[src/logic/wdtb_pkg.sv]
// Package of constants and types shared by the watchdog timer block
package wdtb_pkg;

  // Register addresses on the plain register port
  localparam logic [7:0] ADDR_UNITS = 8'h52;
  localparam logic [7:0] ADDR_PERIOD = 8'h53;
  localparam logic [7:0] ADDR_CONFIG = 8'h54;
  localparam logic [7:0] ADDR_CONTROL = 8'h55;
  localparam logic [7:0] ADDR_EVT_STATUS = 8'h5a;
  localparam logic [7:0] ADDR_EVT_MASK = 8'h5b;

  // Field positions
  localparam int UNITS_SEL_BIT = 7;
  localparam int CFG_GAME_BIT = 0;
  localparam int CFG_KBD_BIT = 1;
  localparam int CFG_MOUSE_BIT = 2;
  localparam int CFG_MAP_LSB = 4;
  localparam int CFG_MAP_MSB = 7;
  localparam int CTL_STATUS_BIT = 0;
  localparam int CTL_FORCE_BIT = 2;
  localparam int CTL_KBC_EN_BIT = 3;
  localparam int EVT_TIMEOUT_BIT = 0;
  localparam int EVT_RESTART_BIT = 1;
  localparam int EVT_W = 2;

  // Writable bits and reset values
  localparam logic [7:0] UNITS_WMASK = 8'h80;
  localparam logic [7:0] CONFIG_WMASK = 8'hf7;
  localparam logic [7:0] REG_RESET = 8'h00;
  localparam logic [7:0] PERIOD_OFF = 8'h00;
  localparam logic [7:0] COUNT_LAST = 8'h01;
  localparam logic [EVT_W-1:0] EVT_RESET = 2'h0;
  localparam logic [15:0] ROUTE_NONE = 16'h0000;
  localparam logic [15:0] ROUTE_ONE = 16'h0001;
  localparam logic [3:0] MAP_DISABLE = 4'h0;
  localparam logic [3:0] MAP_INVALID = 4'h2;
  localparam logic EDGE_PREV_RST = 1'b1;

  // Timing: unit lengths and clock rate
  localparam int CLK_PERIOD_NS = 5;
  localparam int SECOND_NS = 1_000_000_000;
  localparam int SEC_CYCLES = SECOND_NS / CLK_PERIOD_NS;
  localparam int SECS_PER_MIN = 60;
  localparam int PRESC_W = 28;
  localparam int SECS_W = 6;

  // Watchdog counting state
  typedef enum logic [1:0] {WDTB_IDLE, WDTB_RUN, WDTB_FIRED} wdtb_state_t;

endpackage : wdtb_pkg

[src/logic/wdtb_tick_if.sv]
// Interface carrying the unit ticks between the tick divider and the watchdog core
`timescale 1ns/100ps
interface wdtb_tick_if;
  logic restart;
  logic sec_tick;
  logic min_tick;
  modport gen (input restart, output sec_tick, output min_tick);
  modport snk (output restart, input sec_tick, input min_tick);
endinterface : wdtb_tick_if

[src/logic/wdtb_tick.sv]
// Divider that makes one-second and one-minute ticks from the core clock
`timescale 1ns/100ps
module wdtb_tick #(
  parameter int SEC_CYCLES = wdtb_pkg::SEC_CYCLES
) (
  input wire logic clock,
  input wire logic rst,
  wdtb_tick_if.gen t
);
  logic [wdtb_pkg::PRESC_W-1:0] presc_q;
  logic [wdtb_pkg::SECS_W-1:0] secs_q;
  logic sec_end;
  logic min_end;

  assign sec_end = (presc_q == wdtb_pkg::PRESC_W'(SEC_CYCLES - 1));
  assign min_end = (secs_q == wdtb_pkg::SECS_W'(wdtb_pkg::SECS_PER_MIN - 1));

  // Restart zeroes both stages so a reload always gets a whole first unit
  always_ff @(posedge clock or posedge rst)
  begin
    if (rst)
    begin
      presc_q <= '0;
      secs_q <= '0;
      t.sec_tick <= 1'b0;
      t.min_tick <= 1'b0;
    end
    else if (t.restart)
    begin
      presc_q <= '0;
      secs_q <= '0;
      t.sec_tick <= 1'b0;
      t.min_tick <= 1'b0;
    end
    else
    begin
      presc_q <= sec_end ? '0 : presc_q + 1'b1;
      t.sec_tick <= sec_end;
      t.min_tick <= sec_end && min_end;
      if (sec_end)
        secs_q <= min_end ? '0 : secs_q + 1'b1;
    end
  end
endmodule : wdtb_tick

[src/logic/wdtb_top.sv]
// Watchdog timer core: registers, counter, forced timeouts and interrupt routing
// Notes on behaviour
// - Units bit 7 picks the tick: clear for minutes (default), set for seconds.
// - A timeout value of zero switches the watchdog off so it never expires.
// - A nonzero value N times out after N units, from 1 at 01h up to 255 at ffh.
// - With config bit 0 set, each game-port access restarts the count.
// - With config bit 1 set, each keyboard interrupt restarts the count.
// - With config bit 2 set, each mouse interrupt restarts the count.
// - Config bits 7:4 route the timeout: 0 off, 2 invalid, else that IRQ number.
// - Control bit 0 is a read/write status that reads 1 after a timeout.
// - Writing 1 to control bit 2 forces a timeout; the bit self-clears and reads 0.
// - With control bit 3 set, a rising edge of the kbc port bit forces a timeout.
// - Control clears on power-on resets; PCI reset clears all but the status bit.
// - Units bits 6:0 are reserved and read as zero.
// - The kbc port bit goes through a self-clearing edge detector ORed with force.
//
// The implementer's own choice: the address-and-strobe port.
`timescale 1ns/100ps
module wdtb_top #(
  parameter int SEC_CYCLES = wdtb_pkg::SEC_CYCLES
) (
  input wire logic clock,
  input wire logic rst,
  input wire logic pci_rst,
  input wire logic [7:0] addr,
  input wire logic [7:0] wdata,
  input wire logic wr,
  input wire logic rd,
  output logic [7:0] rdata_q,
  input wire logic game_port_access,
  input wire logic kbd_irq,
  input wire logic mouse_irq,
  input wire logic kbc_port_out_bit,
  output logic [15:0] timeout_irq_q,
  output logic irq_q
);

  // Map code to one-hot IRQ line; 0 and the invalid code drive nothing
  function automatic logic [15:0] wdtb_route(input logic [3:0] code);
    logic [15:0] line;
    line = wdtb_pkg::ROUTE_NONE;
    if (code != wdtb_pkg::MAP_DISABLE && code != wdtb_pkg::MAP_INVALID)
      line = wdtb_pkg::ROUTE_ONE << code;
    return line;
  endfunction : wdtb_route

  logic [7:0] units_q;
  logic [7:0] period_q;
  logic [7:0] cfg_q;
  logic [7:0] count_q;
  logic status_q;
  logic force_q;
  logic kbc_en_q;
  logic kbc_prev_q;
  logic kbc_pulse_q;
  logic kbd_prev_q;
  logic mouse_prev_q;
  logic [wdtb_pkg::EVT_W-1:0] evt_q;
  logic [wdtb_pkg::EVT_W-1:0] mask_q;
  logic [wdtb_pkg::EVT_W-1:0] evt_set;
  logic [wdtb_pkg::EVT_W-1:0] evt_clr;
  wdtb_pkg::wdtb_state_t state_q;
  logic wr_units;
  logic wr_period;
  logic wr_cfg;
  logic wr_ctrl;
  logic wr_evt;
  logic wr_mask;
  logic activity_w;
  logic restart_w;
  logic load_w;
  logic unit_tick_w;
  logic expire_w;
  logic timeout_w;
  logic [7:0] rd_mux;

  wdtb_tick_if tick_bus ();

  wdtb_tick #(
    .SEC_CYCLES(SEC_CYCLES)
  ) u_tick (
    .clock(clock),
    .rst(rst),
    .t(tick_bus.gen)
  );

  // Write strobes per register
  assign wr_units = wr && (addr == wdtb_pkg::ADDR_UNITS);
  assign wr_period = wr && (addr == wdtb_pkg::ADDR_PERIOD);
  assign wr_cfg = wr && (addr == wdtb_pkg::ADDR_CONFIG);
  assign wr_ctrl = wr && (addr == wdtb_pkg::ADDR_CONTROL);
  assign wr_evt = wr && (addr == wdtb_pkg::ADDR_EVT_STATUS);
  assign wr_mask = wr && (addr == wdtb_pkg::ADDR_EVT_MASK);

  // Activity sources; interrupts count once per rising edge, not per cycle high
  assign activity_w = (game_port_access && cfg_q[wdtb_pkg::CFG_GAME_BIT])
    || (kbd_irq && !kbd_prev_q && cfg_q[wdtb_pkg::CFG_KBD_BIT])
    || (mouse_irq && !mouse_prev_q && cfg_q[wdtb_pkg::CFG_MOUSE_BIT]);

  // A value write takes precedence over activity in the same cycle
  assign load_w = wr_period && (wdata != wdtb_pkg::PERIOD_OFF) && !pci_rst;
  assign restart_w = activity_w && (period_q != wdtb_pkg::PERIOD_OFF)
    && !wr_period && !pci_rst;
  assign tick_bus.restart = load_w || restart_w;

  assign unit_tick_w = units_q[wdtb_pkg::UNITS_SEL_BIT] ? tick_bus.sec_tick
    : tick_bus.min_tick;
  assign expire_w = (state_q == wdtb_pkg::WDTB_RUN) && unit_tick_w
    && (count_q == wdtb_pkg::COUNT_LAST) && !tick_bus.restart && !wr_period && !pci_rst;
  assign timeout_w = expire_w || force_q || kbc_pulse_q;

  // Counting state machine
  always_ff @(posedge clock or posedge rst)
  begin
    if (rst)
    begin
      state_q <= wdtb_pkg::WDTB_IDLE;
      count_q <= wdtb_pkg::REG_RESET;
    end
    else if (pci_rst)
    begin
      state_q <= wdtb_pkg::WDTB_IDLE;
      count_q <= wdtb_pkg::REG_RESET;
    end
    else if (wr_period)
    begin
      // Zero stops the timer outright
      state_q <= load_w ? wdtb_pkg::WDTB_RUN : wdtb_pkg::WDTB_IDLE;
      count_q <= wdata;
    end
    else if (restart_w)
    begin
      state_q <= wdtb_pkg::WDTB_RUN;
      count_q <= period_q;
    end
    else
    begin
      case (state_q)
        wdtb_pkg::WDTB_RUN:
        begin
          if (force_q || kbc_pulse_q)
            state_q <= wdtb_pkg::WDTB_FIRED;
          else if (expire_w)
          begin
            state_q <= wdtb_pkg::WDTB_FIRED;
            count_q <= wdtb_pkg::REG_RESET;
          end
          else if (unit_tick_w)
            count_q <= count_q - 1'b1;
        end
        default:
        begin
          state_q <= state_q;
        end
      endcase
    end
  end

  // Units, value and config: cleared by every reset source
  always_ff @(posedge clock or posedge rst)
  begin
    if (rst)
    begin
      units_q <= wdtb_pkg::REG_RESET;
      period_q <= wdtb_pkg::REG_RESET;
      cfg_q <= wdtb_pkg::REG_RESET;
    end
    else if (pci_rst)
    begin
      units_q <= wdtb_pkg::REG_RESET;
      period_q <= wdtb_pkg::REG_RESET;
      cfg_q <= wdtb_pkg::REG_RESET;
    end
    else
    begin
      if (wr_units)
        units_q <= wdata & wdtb_pkg::UNITS_WMASK;
      if (wr_period)
        period_q <= wdata;
      if (wr_cfg)
        cfg_q <= wdata & wdtb_pkg::CONFIG_WMASK;
    end
  end

  // Status bit survives PCI reset; a timeout wins over a clearing write
  always_ff @(posedge clock or posedge rst)
  begin
    if (rst)
      status_q <= 1'b0;
    else if (timeout_w)
      status_q <= 1'b1;
    else if (wr_ctrl && !pci_rst)
      status_q <= wdata[wdtb_pkg::CTL_STATUS_BIT];
  end

  // Other control bits clear on PCI reset
  always_ff @(posedge clock or posedge rst)
  begin
    if (rst)
    begin
      force_q <= 1'b0;
      kbc_en_q <= 1'b0;
    end
    else if (pci_rst)
    begin
      force_q <= 1'b0;
      kbc_en_q <= 1'b0;
    end
    else
    begin
      force_q <= wr_ctrl && wdata[wdtb_pkg::CTL_FORCE_BIT];
      if (wr_ctrl)
        kbc_en_q <= wdata[wdtb_pkg::CTL_KBC_EN_BIT];
    end
  end

  // Edge history starts high so a line already high at reset release never fires
  always_ff @(posedge clock or posedge rst)
  begin
    if (rst)
    begin
      kbc_prev_q <= wdtb_pkg::EDGE_PREV_RST;
      kbd_prev_q <= wdtb_pkg::EDGE_PREV_RST;
      mouse_prev_q <= wdtb_pkg::EDGE_PREV_RST;
      kbc_pulse_q <= 1'b0;
    end
    else
    begin
      kbc_prev_q <= kbc_port_out_bit;
      kbd_prev_q <= kbd_irq;
      mouse_prev_q <= mouse_irq;
      // One-cycle pulse even if the port bit stays high for ever
      kbc_pulse_q <= kbc_en_q && kbc_port_out_bit && !kbc_prev_q && !pci_rst;
    end
  end

  // Timeout routed to the selected IRQ line while status is set
  always_ff @(posedge clock or posedge rst)
  begin
    if (rst)
      timeout_irq_q <= wdtb_pkg::ROUTE_NONE;
    else if (status_q)
      timeout_irq_q <= wdtb_route(cfg_q[wdtb_pkg::CFG_MAP_MSB:wdtb_pkg::CFG_MAP_LSB]);
    else
      timeout_irq_q <= wdtb_pkg::ROUTE_NONE;
  end

  // Sticky event flags, write one to clear; a new event beats the clear
  assign evt_set = {restart_w, timeout_w};
  assign evt_clr = wr_evt ? wdata[wdtb_pkg::EVT_W-1:0] : wdtb_pkg::EVT_RESET;

  always_ff @(posedge clock or posedge rst)
  begin
    if (rst)
    begin
      evt_q <= wdtb_pkg::EVT_RESET;
      mask_q <= wdtb_pkg::EVT_RESET;
      irq_q <= 1'b0;
    end
    else
    begin
      evt_q <= evt_set | (evt_q & ~evt_clr);
      if (wr_mask)
        mask_q <= wdata[wdtb_pkg::EVT_W-1:0];
      irq_q <= |(evt_q & mask_q);
    end
  end

  // Read decode; unmapped addresses read as zero
  always_comb
  begin
    rd_mux = wdtb_pkg::REG_RESET;
    if (addr == wdtb_pkg::ADDR_UNITS)
      rd_mux = units_q;
    else if (addr == wdtb_pkg::ADDR_PERIOD)
      rd_mux = period_q;
    else if (addr == wdtb_pkg::ADDR_CONFIG)
      rd_mux = cfg_q;
    else if (addr == wdtb_pkg::ADDR_CONTROL)
    begin
      rd_mux[wdtb_pkg::CTL_STATUS_BIT] = status_q;
      rd_mux[wdtb_pkg::CTL_KBC_EN_BIT] = kbc_en_q;
    end
    else if (addr == wdtb_pkg::ADDR_EVT_STATUS)
      rd_mux[wdtb_pkg::EVT_W-1:0] = evt_q;
    else if (addr == wdtb_pkg::ADDR_EVT_MASK)
      rd_mux[wdtb_pkg::EVT_W-1:0] = mask_q;
  end

  // Read data valid only in the cycle after the strobe
  always_ff @(posedge clock or posedge rst)
  begin
    if (rst)
      rdata_q <= wdtb_pkg::REG_RESET;
    else
      rdata_q <= rd ? rd_mux : wdtb_pkg::REG_RESET;
  end
endmodule : wdtb_top

[config.mk]
export PLATFORM = sky130hd
export DESIGN_NAME = wdtb_top
export DESIGN_NICKNAME = d
export VERILOG_FILES = /design/src/logic/wdtb_pkg.sv /design/src/logic/wdtb_tick_if.sv /design/src/logic/wdtb_tick.sv /design/src/logic/wdtb_top.sv
export SDC_FILE = /design/constraint.sdc
export NUM_CORES = 1
export LEC_CHECK = 0
export BUFFER_PORTS_ARGS = -buffer_cell sky130_fd_sc_hd__buf_2
export CAP_MARGIN = 10
export CORE_ASPECT_RATIO = 2
export CORE_MARGIN = 4
export CORE_UTILIZATION = 45
export DETAILED_ROUTE_END_ITERATION = 16
export SYNTH_ARGS = -nofsm -noshare
export SYNTH_HDL_FRONTEND = slang
export SYNTH_SLANG_ARGS = --single-unit
[constraint.sdc]
create_clock -name clock -period 4 [get_ports clock]
set_input_delay 0.6 -clock clock [delete_from_list [all_inputs] [get_ports clock]]
set_output_delay 0.6 -clock clock [all_outputs]
set_load 0.05 [all_outputs]
Word level (Yosys, flattened, before mapping)
Cells that the tools add are included.
Widths: inputs -> output; s select.

cells by class
  add/sub/neg operators = 3
  equality and inequality tests = 12
  shift operators = 1
  muxes and demuxes = 48
  bitwise logic cells = 4
  reduce and logical (&&, ||, !) cells = 55

operators with widths
  kind                   number
  $mux 8                 16
  $mux 28                2
  $eq 8x7->1 const B     6
  $mux 16                2
  $add 28x1->28 const B  1
  $eq 28x28->1 const B   1
  $logic_and 1x1->1      28
  $mux 2                 10
  $mux 6                 3
  $reduce_bool 8->1      2
  $shl 1x4->16 const A   1
  $mux 1                 14
  $reduce_bool 2->1      6
  $reduce_bool 5->1      2
  $eq 8x1->1 const B     1
  $reduce_bool 4->1      2
  $sub 8x1->8 const B    1
  $add 6x1->6 const B    1
  $eq 6x6->1 const B     1
  $logic_not 1->1        6
  $logic_or 1x1->1       6
  $and 2x2->2            2
  $mux 4                 1
  $ne 4x2->1 const B     1
  other kinds (7)        7

storage, ports and cells
  flip-flop bits (word level) = 106
  output and inout bits = 25
  word-level logic and storage cells = 144

Depth between registers and ports, before layout
Gate-level depths: netlist (run 1).

  word-level depth = 19
  depth in mapped cells = 8
  mapped depth without buffers = 7

Hierarchy
A second synthesis (run 1) with hierarchy kept.

second synthesis, totals
  cells, all modules = 503
  area, all modules = 4987.3 µm²

modules (own cells, without submodules)
  module     times used  cells each  area an instance (µm²)  sequential area each (µm²)
  wdtb_top   1           311         3050.4                  1555.2
  wdtb_tick  1           192         1936.9                  900.9

Least setup slack after synthesis (run 1)
Ideal clock, no wire load.

  path kind = input-to-reg
  start = input port addr[0]
  end = register state_q[0]
  library setup time = 0.123 ns
  data arrival time = 2.111 ns
  slack = 1.767 ns
  stages = 6
  path buffers = 1
  cell sequence = buf_2 > and4bb_1 > a31oi_1 > a21boi_0 > a21oi_1 > o221a_2

between the ends
  word-level cells in the longest chain between the ends = 12
  elaborated cells between the ends (all ways) = 19
  classes of those cells = eq/ne (1); mux (4); reduce/logical (14)

ends and longest elaborated chain
  what                                line                              RTL
  start: declaration                  wdtb_top.sv:25                    input wire logic [7:0] addr,
  $eq 8x7->1 (*)                      wdtb_top.sv:89                    assign wr_period = wr && (addr == wdtb_pkg::ADDR_PERIOD);
  $logic_and 1x1->1 (*)               wdtb_top.sv:89
  $logic_not 1->1                     wdtb_top.sv:103, wdtb_top.sv:109
  $logic_and 1x1->1 (2 in series)     wdtb_top.sv:103                   && !wr_period && !pci_rst;
  $logic_or 1x1->1                    wdtb_top.sv:104                   assign tick_bus.restart = load_w || restart_w;
  $logic_not 1->1                     wdtb_top.sv:109                   && (count_q == wdtb_pkg::COUNT_LAST) && !tick_bus.restart && !wr_period && !pci_rst;
  $logic_and 1x1->1 (3 in series)     wdtb_top.sv:109
  $reduce_bool 5->1 (no source line)  -
  $reduce_and 2->1 (no source line)   -
  end signal: assignment              wdtb_top.sv:117                   state_q <= wdtb_pkg::WDTB_IDLE;
  end signal: assignment              wdtb_top.sv:122                   state_q <= wdtb_pkg::WDTB_IDLE;
  end signal: assignment              wdtb_top.sv:128                   state_q <= load_w ? wdtb_pkg::WDTB_RUN : wdtb_pkg::WDTB_IDLE;
  end: declaration                    wdtb_top.sv:62                    wdtb_pkg::wdtb_state_t state_q;

Every way passes the cells marked *; elsewhere a longest branch is shown, timed or not.
A chain may end at the register's enable or synchronous reset.

Worst setup path in the final report (run 1)
  start = register period_q[3]
  end = register state_q[0]

between the ends
  word-level cells in the longest chain between the ends = 11
  elaborated cells between the ends (all ways) = 15
  classes of those cells = mux (3); reduce/logical (12)

ends and longest elaborated chain
  what                                 line             RTL
  start: declaration                   wdtb_top.sv:48   logic [7:0] period_q;
  start signal: assignment             wdtb_top.sv:165  period_q <= wdtb_pkg::REG_RESET;
  start signal: assignment             wdtb_top.sv:171  period_q <= wdtb_pkg::REG_RESET;
  start signal: assignment             wdtb_top.sv:179  period_q <= wdata;
  $reduce_bool 8->1 (*)                wdtb_top.sv:102  assign restart_w = activity_w && (period_q != wdtb_pkg::PERIOD_OFF)
  $logic_and 1x1->1 (*)                wdtb_top.sv:102
  $logic_and 1x1->1 (*) (2 in series)  wdtb_top.sv:103
  $logic_or 1x1->1                     wdtb_top.sv:104
  $logic_not 1->1                      wdtb_top.sv:109
  $logic_and 1x1->1 (3 in series)      wdtb_top.sv:109
  $reduce_bool 5->1 (no source line)   -
  $reduce_and 2->1 (no source line)    -

Marked as above.

==> impl_metrics.csv, run 1 <==
group,metric,value,unit
timing,slew_violations,0,
pwr,power_density,394.2,mW/mm²
floorplanning,coreArea,0.01021,mm²
clock_tree,cts.sinks,98,
timing,final.min_clock_period,2.342,ns
synth,yosysSeqAreaShare,51.64,%
route,viasPerCell,5.633,
clock_tree,cts_setup_buffers,0,
global_routing,track_usage,20.17,%
synth,yosys_most_used_dff,"dfrtp_1",
setup_path,crit_type,"reg2reg",
clock_tree,cts_resized,0,
pwr,p_leak,2.491,nW
global_routing,grt_pass1_vias,3977,
route,drt_iter0_markers,163,
clock_tree,cts_tree,"built",
clock_tree,ctsHoldBuffers,0,
route,wl_per_cell,17.08,µm
setup_path,crit_fanout,5,
synth,synth_area,0.004756,mm²
synth,synthTopCellsByArea,"dfrtp_1, nor2_1, nand2_1",
setup_path,reg2reg_to,"state_q[0]",
synth,netlist_instances,493,
pwr,peakVddDrop,0.0003279,V
setup_path,end_kind,"flip-flop",
timing,fin_crit_sh,58.55,%
route,drc_errors,0,
status,status,"finished, final reports clean",
synth,synth_top_area_share,49.99,%
setup_path,timing.rr.start,"period_q[3]",
pwr,p_clk_share,38.5,%
clock_tree,cts_buffer_depth,2,
pwr,sequentialPowerShare,51.8,%
setup_path,ff2ff_setup_slack,1.66,ns
clock_tree,cts_root_buffer,"clkbuf_16",
clock_tree,cts_htree_levels,3,
synth,synth_area_per_cell,9.647,µm²
setup_path,startpoint,"period_q[3]",
synth,synth_cell_types,62,
global_routing,grt_max_degree,81,
route,drt_wl_total,11.59,mm
finish,layout_common_cells,"dfrtp_1, nor2_1, nand2_1",
hold_path,hold_path_class,"in2reg",
setup_path,cp.arrival,2.58,ns
clock_tree,clk_latency,0.35,ns
finish,final_common_cell,"dfrtp_1",
timing,max_freq,427.0,MHz
finish,diodes,0,
floorplanning,die_h,153.4,µm
timing,worst_slew_pin_slew,0.9562,ns
synth,synth_edf_count,0,
synth,ys_seq_elements,98,
pwr,pwr-share-comb,9.7,%
timing,grt_setup_unrepaired,"no",
pwr,switching_power,0.5626,mW
timing,setup_violations,0,
timing,finalClockSkew,0.009126,ns
setup_path,r2r_cells,5,
finish,syn_to_final_growth,13.58,%
floorplanning,ioPinCount,50,
finish,drive_above_1_share,15.63,%
setup_path,start_kind,"flip-flop",
pwr,sw_frac_of_total,26.42,%
placement,numPortBuffers,49,
global_routing,grt_overflow,0,
finish,final_area,0.005401,mm²
finish,n_fill_cell,969,
finish,final_nets,568,
setup_path,critical_path_required,4.24,ns
global_routing,antenna_found_initial,0,
global_routing,grt_pass1_wl,19.34,mm
synth,synth_top_cell_by_area,"dfrtp_1",
route,detailroute.via_count,3825,
placement,gp_congestion,0.8917,
floorplanning,fp.dieW,80.69,µm
run,drv_cap,0,
route,antenna_left,0,
pwr,p_int,1.567,mW
synth,yosysWarnings,0,
placement,dpl_cell_area,0.005122,mm²
placement,hpwlAfterDp,8.768,mm
timing,timing.setup.tns,0,ns
hold_path,hp-start,"kbc_port_out_bit",
route,firstDrtPassIters,4,
timing,hold_viol_final,0,
synth,async_flop_share,100.0,%
clock_tree,cts_buffers,9,
floorplanning,die_area,0.01238,mm²
timing,slew-limit-headroom,36.25,%
floorplanning,rows,52,
clock_tree,clk_pin_slew_worst_paths,0.07,ns
floorplanning,start_util,46.56,%
hold_path,whs_endpoint,"kbc_prev_q",
hold_path,hold_path_depth,1,
[state kept, by name (all words and copies together), names as in the netlist, 6 cells and up]
name            cells
count_q             8
timeout_irq_q      16
u_tick.presc_q     28
period_q            8
u_tick.secs_q       6
rdata_q             8
cfg_q               7
[how the worst max path moves through the flow]
| stage | slack, ns | cells after the start | to |
|---|---|---|---|
| after floorplan | 0.84 | 1 | cfg_q[0] |
| after global placement | 1.44 | 7 | u_tick.presc_q[19] |
| after detailed placement | 1.37 | 6 | state_q[0] |
| after CTS | 1.63 | 5 | state_q[0] |
| after global routing | 1.32 | 5 | state_q[0] |
| final | 1.66 | 5 | state_q[0] |
[critical path: stages, from the launching register on]
cell,delay (ns)
dfrtp_1,0.44
nor4_1,0.49
nand3b_1,0.26
a21boi_0,0.54
a21oi_1,0.22
o221a_2,0.29
[synth_stat cells, types with 2 or more instances]
library cell,number
a21oi_1,27
a221oi_1,3
a22oi_1,5
a311oi_1,3
a31oi_1,5
and2_1,7
and3_1,8
and3b_1,2
and4_1,4
buf_2,4
clkbuf_1,13
dfrtp_1,95
dfstp_2,3
ha_1,4
inv_1,12
mux2_2,3
mux2i_1,7
nand2_1,60
nand2b_1,5
nand3_1,23
nand3b_1,8
nand4_1,10
nor2_1,65
nor2b_1,3
nor3_1,16
nor3b_1,2
nor4_1,7
nor4b_1,3
o211ai_1,2
o21ai_0,9
o22ai_1,4
o31ai_1,3
or2_2,2
or3_1,5
or3b_2,3
or4_1,3
or4b_1,2
xnor2_1,15
xor2_1,15
[kinds of logic (layout without fill, tap and decap cells)]
family,count (synthesis),after routing,share of synthesized area (%)
compound gates,73,73,10.05
xor+xnor,30,30,5.525
flops,98,98,51.64
simple gates,248,248,27.07
buf+inv,29,79,2.394
other cells,1,2,0.07885
mux,10,10,2.184
fa+ha+maj,4,4,1.052
[layer usage]
layer  track usage, %  wire [µm]  vias to the layer above
li1                 -          -                     1837
met1            20.36       4119                     1829
met2            36.67       6325                      116
met3            2.532        491                       43
met4            14.02        658                        0
met5                0          0                        -
[power groups by stage]
stage / sequential [mW] / clock, mW / combinational, mW
final: 1.10 / 0.820 / 0.207
after global routing: 1.11 / 0.876 / 0.239
after CTS: 1.10 / 0.838 / 0.210
after detailed placement: 1.12 / 0 / 0.209
after global placement: 1.12 / 0 / 0.204
after floorplan: 1.11 / 0 / 0.150
[per-stage QoR]
stage	hold slack, ns	instances	utilization, %	total power, mW	setup WS (ns)
after floorplan	0.4658	494	-	1.261	0.8429
after global placement	0.4913	663	50.15	1.323	1.437
after detailed placement	0.5042	663	50.15	1.329	1.374
after CTS	0.3448	679	52.88	2.150	1.635
after global routing	0.3509	679	52.88	2.224	1.321
final	0.3493	679	52.88	2.129	1.658
[cell type report]
cell class	instances	area [µm²]	share of cell area (%)
clock inverters	5	36.28	0.6718
flip-flops and latches	98	2456	45.47
repair buffers	51	260.3	4.818
multi-input cells	367	2190	40.54
inverters	12	47.55	0.8802
clock buffers	11	242.7	4.494
well taps	135	168.9	3.127
Note: power is estimated with default switching activity, not from simulation.
==> run 2, diff against run 1 <==
Settings changed: ABC_AREA from default to 1.
Clock period 4 ns to 2.2 ns, I/O delays scaled along.
==> impl_metrics.csv, run 2 <==
group,metric,value,unit
timing,slew_violations,0,
pwr,sequentialPowerShare,47.5,%
setup_path,cp.arrival,2.16,ns
timing,grt_setup_unrepaired,"no",
synth,synth_top_cell_by_area,"dfrtp_1",
global_routing,track_usage,22.00,%
pwr,pwr-share-comb,16.9,%
setup_path,cp_cell_sequence,"inv_1 -> nor3_4 -> nand2_2 -> nor2_1 -> nand4_2 -> nor2_2 -> nand2_1 -> o21ai_1 -> nor2_1",
pwr,p_int,3.003,mW
global_routing,grt_overflow,0,
floorplanning,coreArea,0.01095,mm²
setup_path,critical_path_required,2.44,ns
run,drv_cap,0,
setup_path,crit_type,"reg2reg",
floorplanning,die_h,158.2,µm
route,firstDrtPassIters,4,
timing,hold_viol_final,0,
floorplanning,die_area,0.01314,mm²
synth,synth_edf_count,0,
global_routing,antenna_found_initial,0,
clock_tree,cts_buffer_depth,2,
synth,synthTopCellsByCount,"nand2_1, dfrtp_1, nor2_1, inv_1",
pwr,peakVddDrop,0.0005316,V
clock_tree,cts_tree,"built",
setup_path,path_buf_inv,1,
finish,final_nets,719,
finish,regMostFlops,"u_tick.presc_q",
finish,final_common_cell,"nand2_1",
pwr,p_leak,2.900,nW
setup_path,cp_common_cell,"nor2_1",
floorplanning,rows,54,
finish,diodes,0,
clock_tree,cts_htree_levels,3,
clock_tree,clk_pin_slew_worst_paths,0.07,ns
synth,synth_top_area_share,46.84,%
finish,layout_common_cells,"nand2_1, dfrtp_1, nor2_1",
setup_path,end_kind,"flip-flop",
clock_tree,cts_setup_buffers,0,
finish,drive_above_1_share,16.26,%
route,drt_wl_total,13.92,mm
synth,yosys_most_used_dff,"dfrtp_1",
finish,syn_to_final_growth,15.19,%
synth,yosysSeqAreaShare,48.40,%
synth,synth_cell_types,49,
synth,synth_area,0.005075,mm²
route,detailroute.via_count,4439,
pwr,switching_power,1.392,mW
timing,final.min_clock_period,1.929,ns
route,viasPerCell,5.316,
synth,netlist_instances,625,
finish,largest_reg_flops,28,
route,antenna_left,0,
pwr,power_density,751.9,mW/mm²
synth,ys_seq_elements,98,
clock_tree,cts_buffers,9,
synth,synth_area_per_cell,8.120,µm²
status,status,"finished, final reports clean",
clock_tree,cts_root_buffer,"clkbuf_16",
finish,utilization,53.41,%
hold_path,hold_path_class,"in2async",
synth,async_flop_share,100.0,%
floorplanning,fp.dieW,83.09,µm
clock_tree,cts_resized,0,
placement,gp_congestion,0.9079,
timing,layout_setup_ws,0.2710,ns
clock_tree,ctsHoldBuffers,0,
placement,numPortBuffers,49,
global_routing,grt_pass1_wl,22.18,mm
timing,setup_violations,0,
timing,slew-limit-headroom,66.09,%
placement,hpwlAfterDp,11.15,mm
timing,finalClockSkew,0.01225,ns
finish,top_regs,"u_tick.presc_q x28, timeout_irq_q x16",
placement,preCtsSetupSlack,0.2143,ns
global_routing,grt_pass1_vias,4488,
floorplanning,ioPinCount,50,
global_routing,grt_max_degree,48,
timing,max_freq,518.4,MHz
floorplanning,start_util,46.36,%
synth,synth.most_common_cell,"nand2_1",
synth,yosysWarnings,0,
setup_path,start_kind,"flip-flop",
setup_path,crit_family,"simple AND/OR/NAND/NOR gates",
setup_path,crit_fanout,5,
route,drc_errors,0,
route,drt_iter0_markers,196,
timing,hold-worst-slack,0.01495,ns
timing,fin_crit_sh,87.68,%
setup_path,cpPeakStageDelay,0.38,ns
setup_path,crit_slowest_cell,"dfrtp_1",
pwr,sw_frac_of_total,31.68,%
pwr,p_clk_share,35.6,%
timing,timing.setup.tns,0,ns
route,wl_per_cell,16.67,µm
synth,synthTopCellsByArea,"dfrtp_1, nand2_1, nor2_1",
timing,worst_slew_pin_slew,0.5075,ns
clock_tree,clk_latency,0.35,ns
pwr,p_total,4.395,mW
clock_tree,cts.sinks,98,
run 2: kinds of logic (layout without fill, tap and decap cells):
group	count (synthesis)	in the layout	synth area share [%]
AND/OR/NAND/NOR	342	342	30.92
flip-flops	98	98	48.40
buffers and inverters	90	159	7.865
AO/OA/AOI/OAI	70	70	8.284
XOR/XNOR	19	19	3.279
adder cells (fa/ha/maj)	4	4	0.9862
other	1	2	0.07389
multiplexers	1	1	0.1972
run 2: path summary, 6_finish.rpt:
path / end / cells after the start / slack, ns / startpoint
setup / recovery: u_tick.presc_q[21] / 9 / 0.27 / u_tick.presc_q[4]
hold / removal: rdata_q[7] / 2 / 0.01 / rst
setup reg to reg: u_tick.presc_q[21] / 9 / 0.27 / u_tick.presc_q[4]
hold reg to reg: u_tick.presc_q[0] / 1 / 0.46 / u_tick.presc_q[0]
max in group asynchronous: mouse_prev_q / 3 / 1.54 / rst
min in group clock: kbc_prev_q / 1 / 0.09 / kbc_port_out_bit
run 2: area by class of cell:
cell class / count / area (µm²)
flip-flops and latches: 98 / 2456
inverters: 77 / 295.3
fillers: 1094 / 5100
well taps: 140 / 175.2
repair buffers: 66 / 397.9
multi-input cells: 438 / 2223
clock buffers: 9 / 225.2
clock inverters: 7 / 72.57
run 2: power groups by stage:
stage	logic, mW	registers (mW)	clock network [mW]
floorplan	0.524	2.10	0
global placement	0.735	2.12	0
finish	0.743	2.09	1.56
CTS	0.748	2.08	1.59
detailed placement	0.745	2.12	0
global route	0.838	2.11	1.68
run 2: routing by layer:
metal  part of all wire, %  vias to the layer above  track usage (%)  routed length [µm]
met5                     0                        -                0                   0
met2                    57                      123            44.45                7981
li1                      -                     2160                -                   -
met4                   7.7                        0            16.60                1068
met1                    32                     2092            19.00                4470
met3                   2.9                       64            2.760                 398
run 2: metrics by stage:
step                instances  area (µm²)
floorplan                 626        5082
global placement          819        5548
detailed placement        819        5548
CTS                       835        5846
global route              835        5846
finish                    835        5846
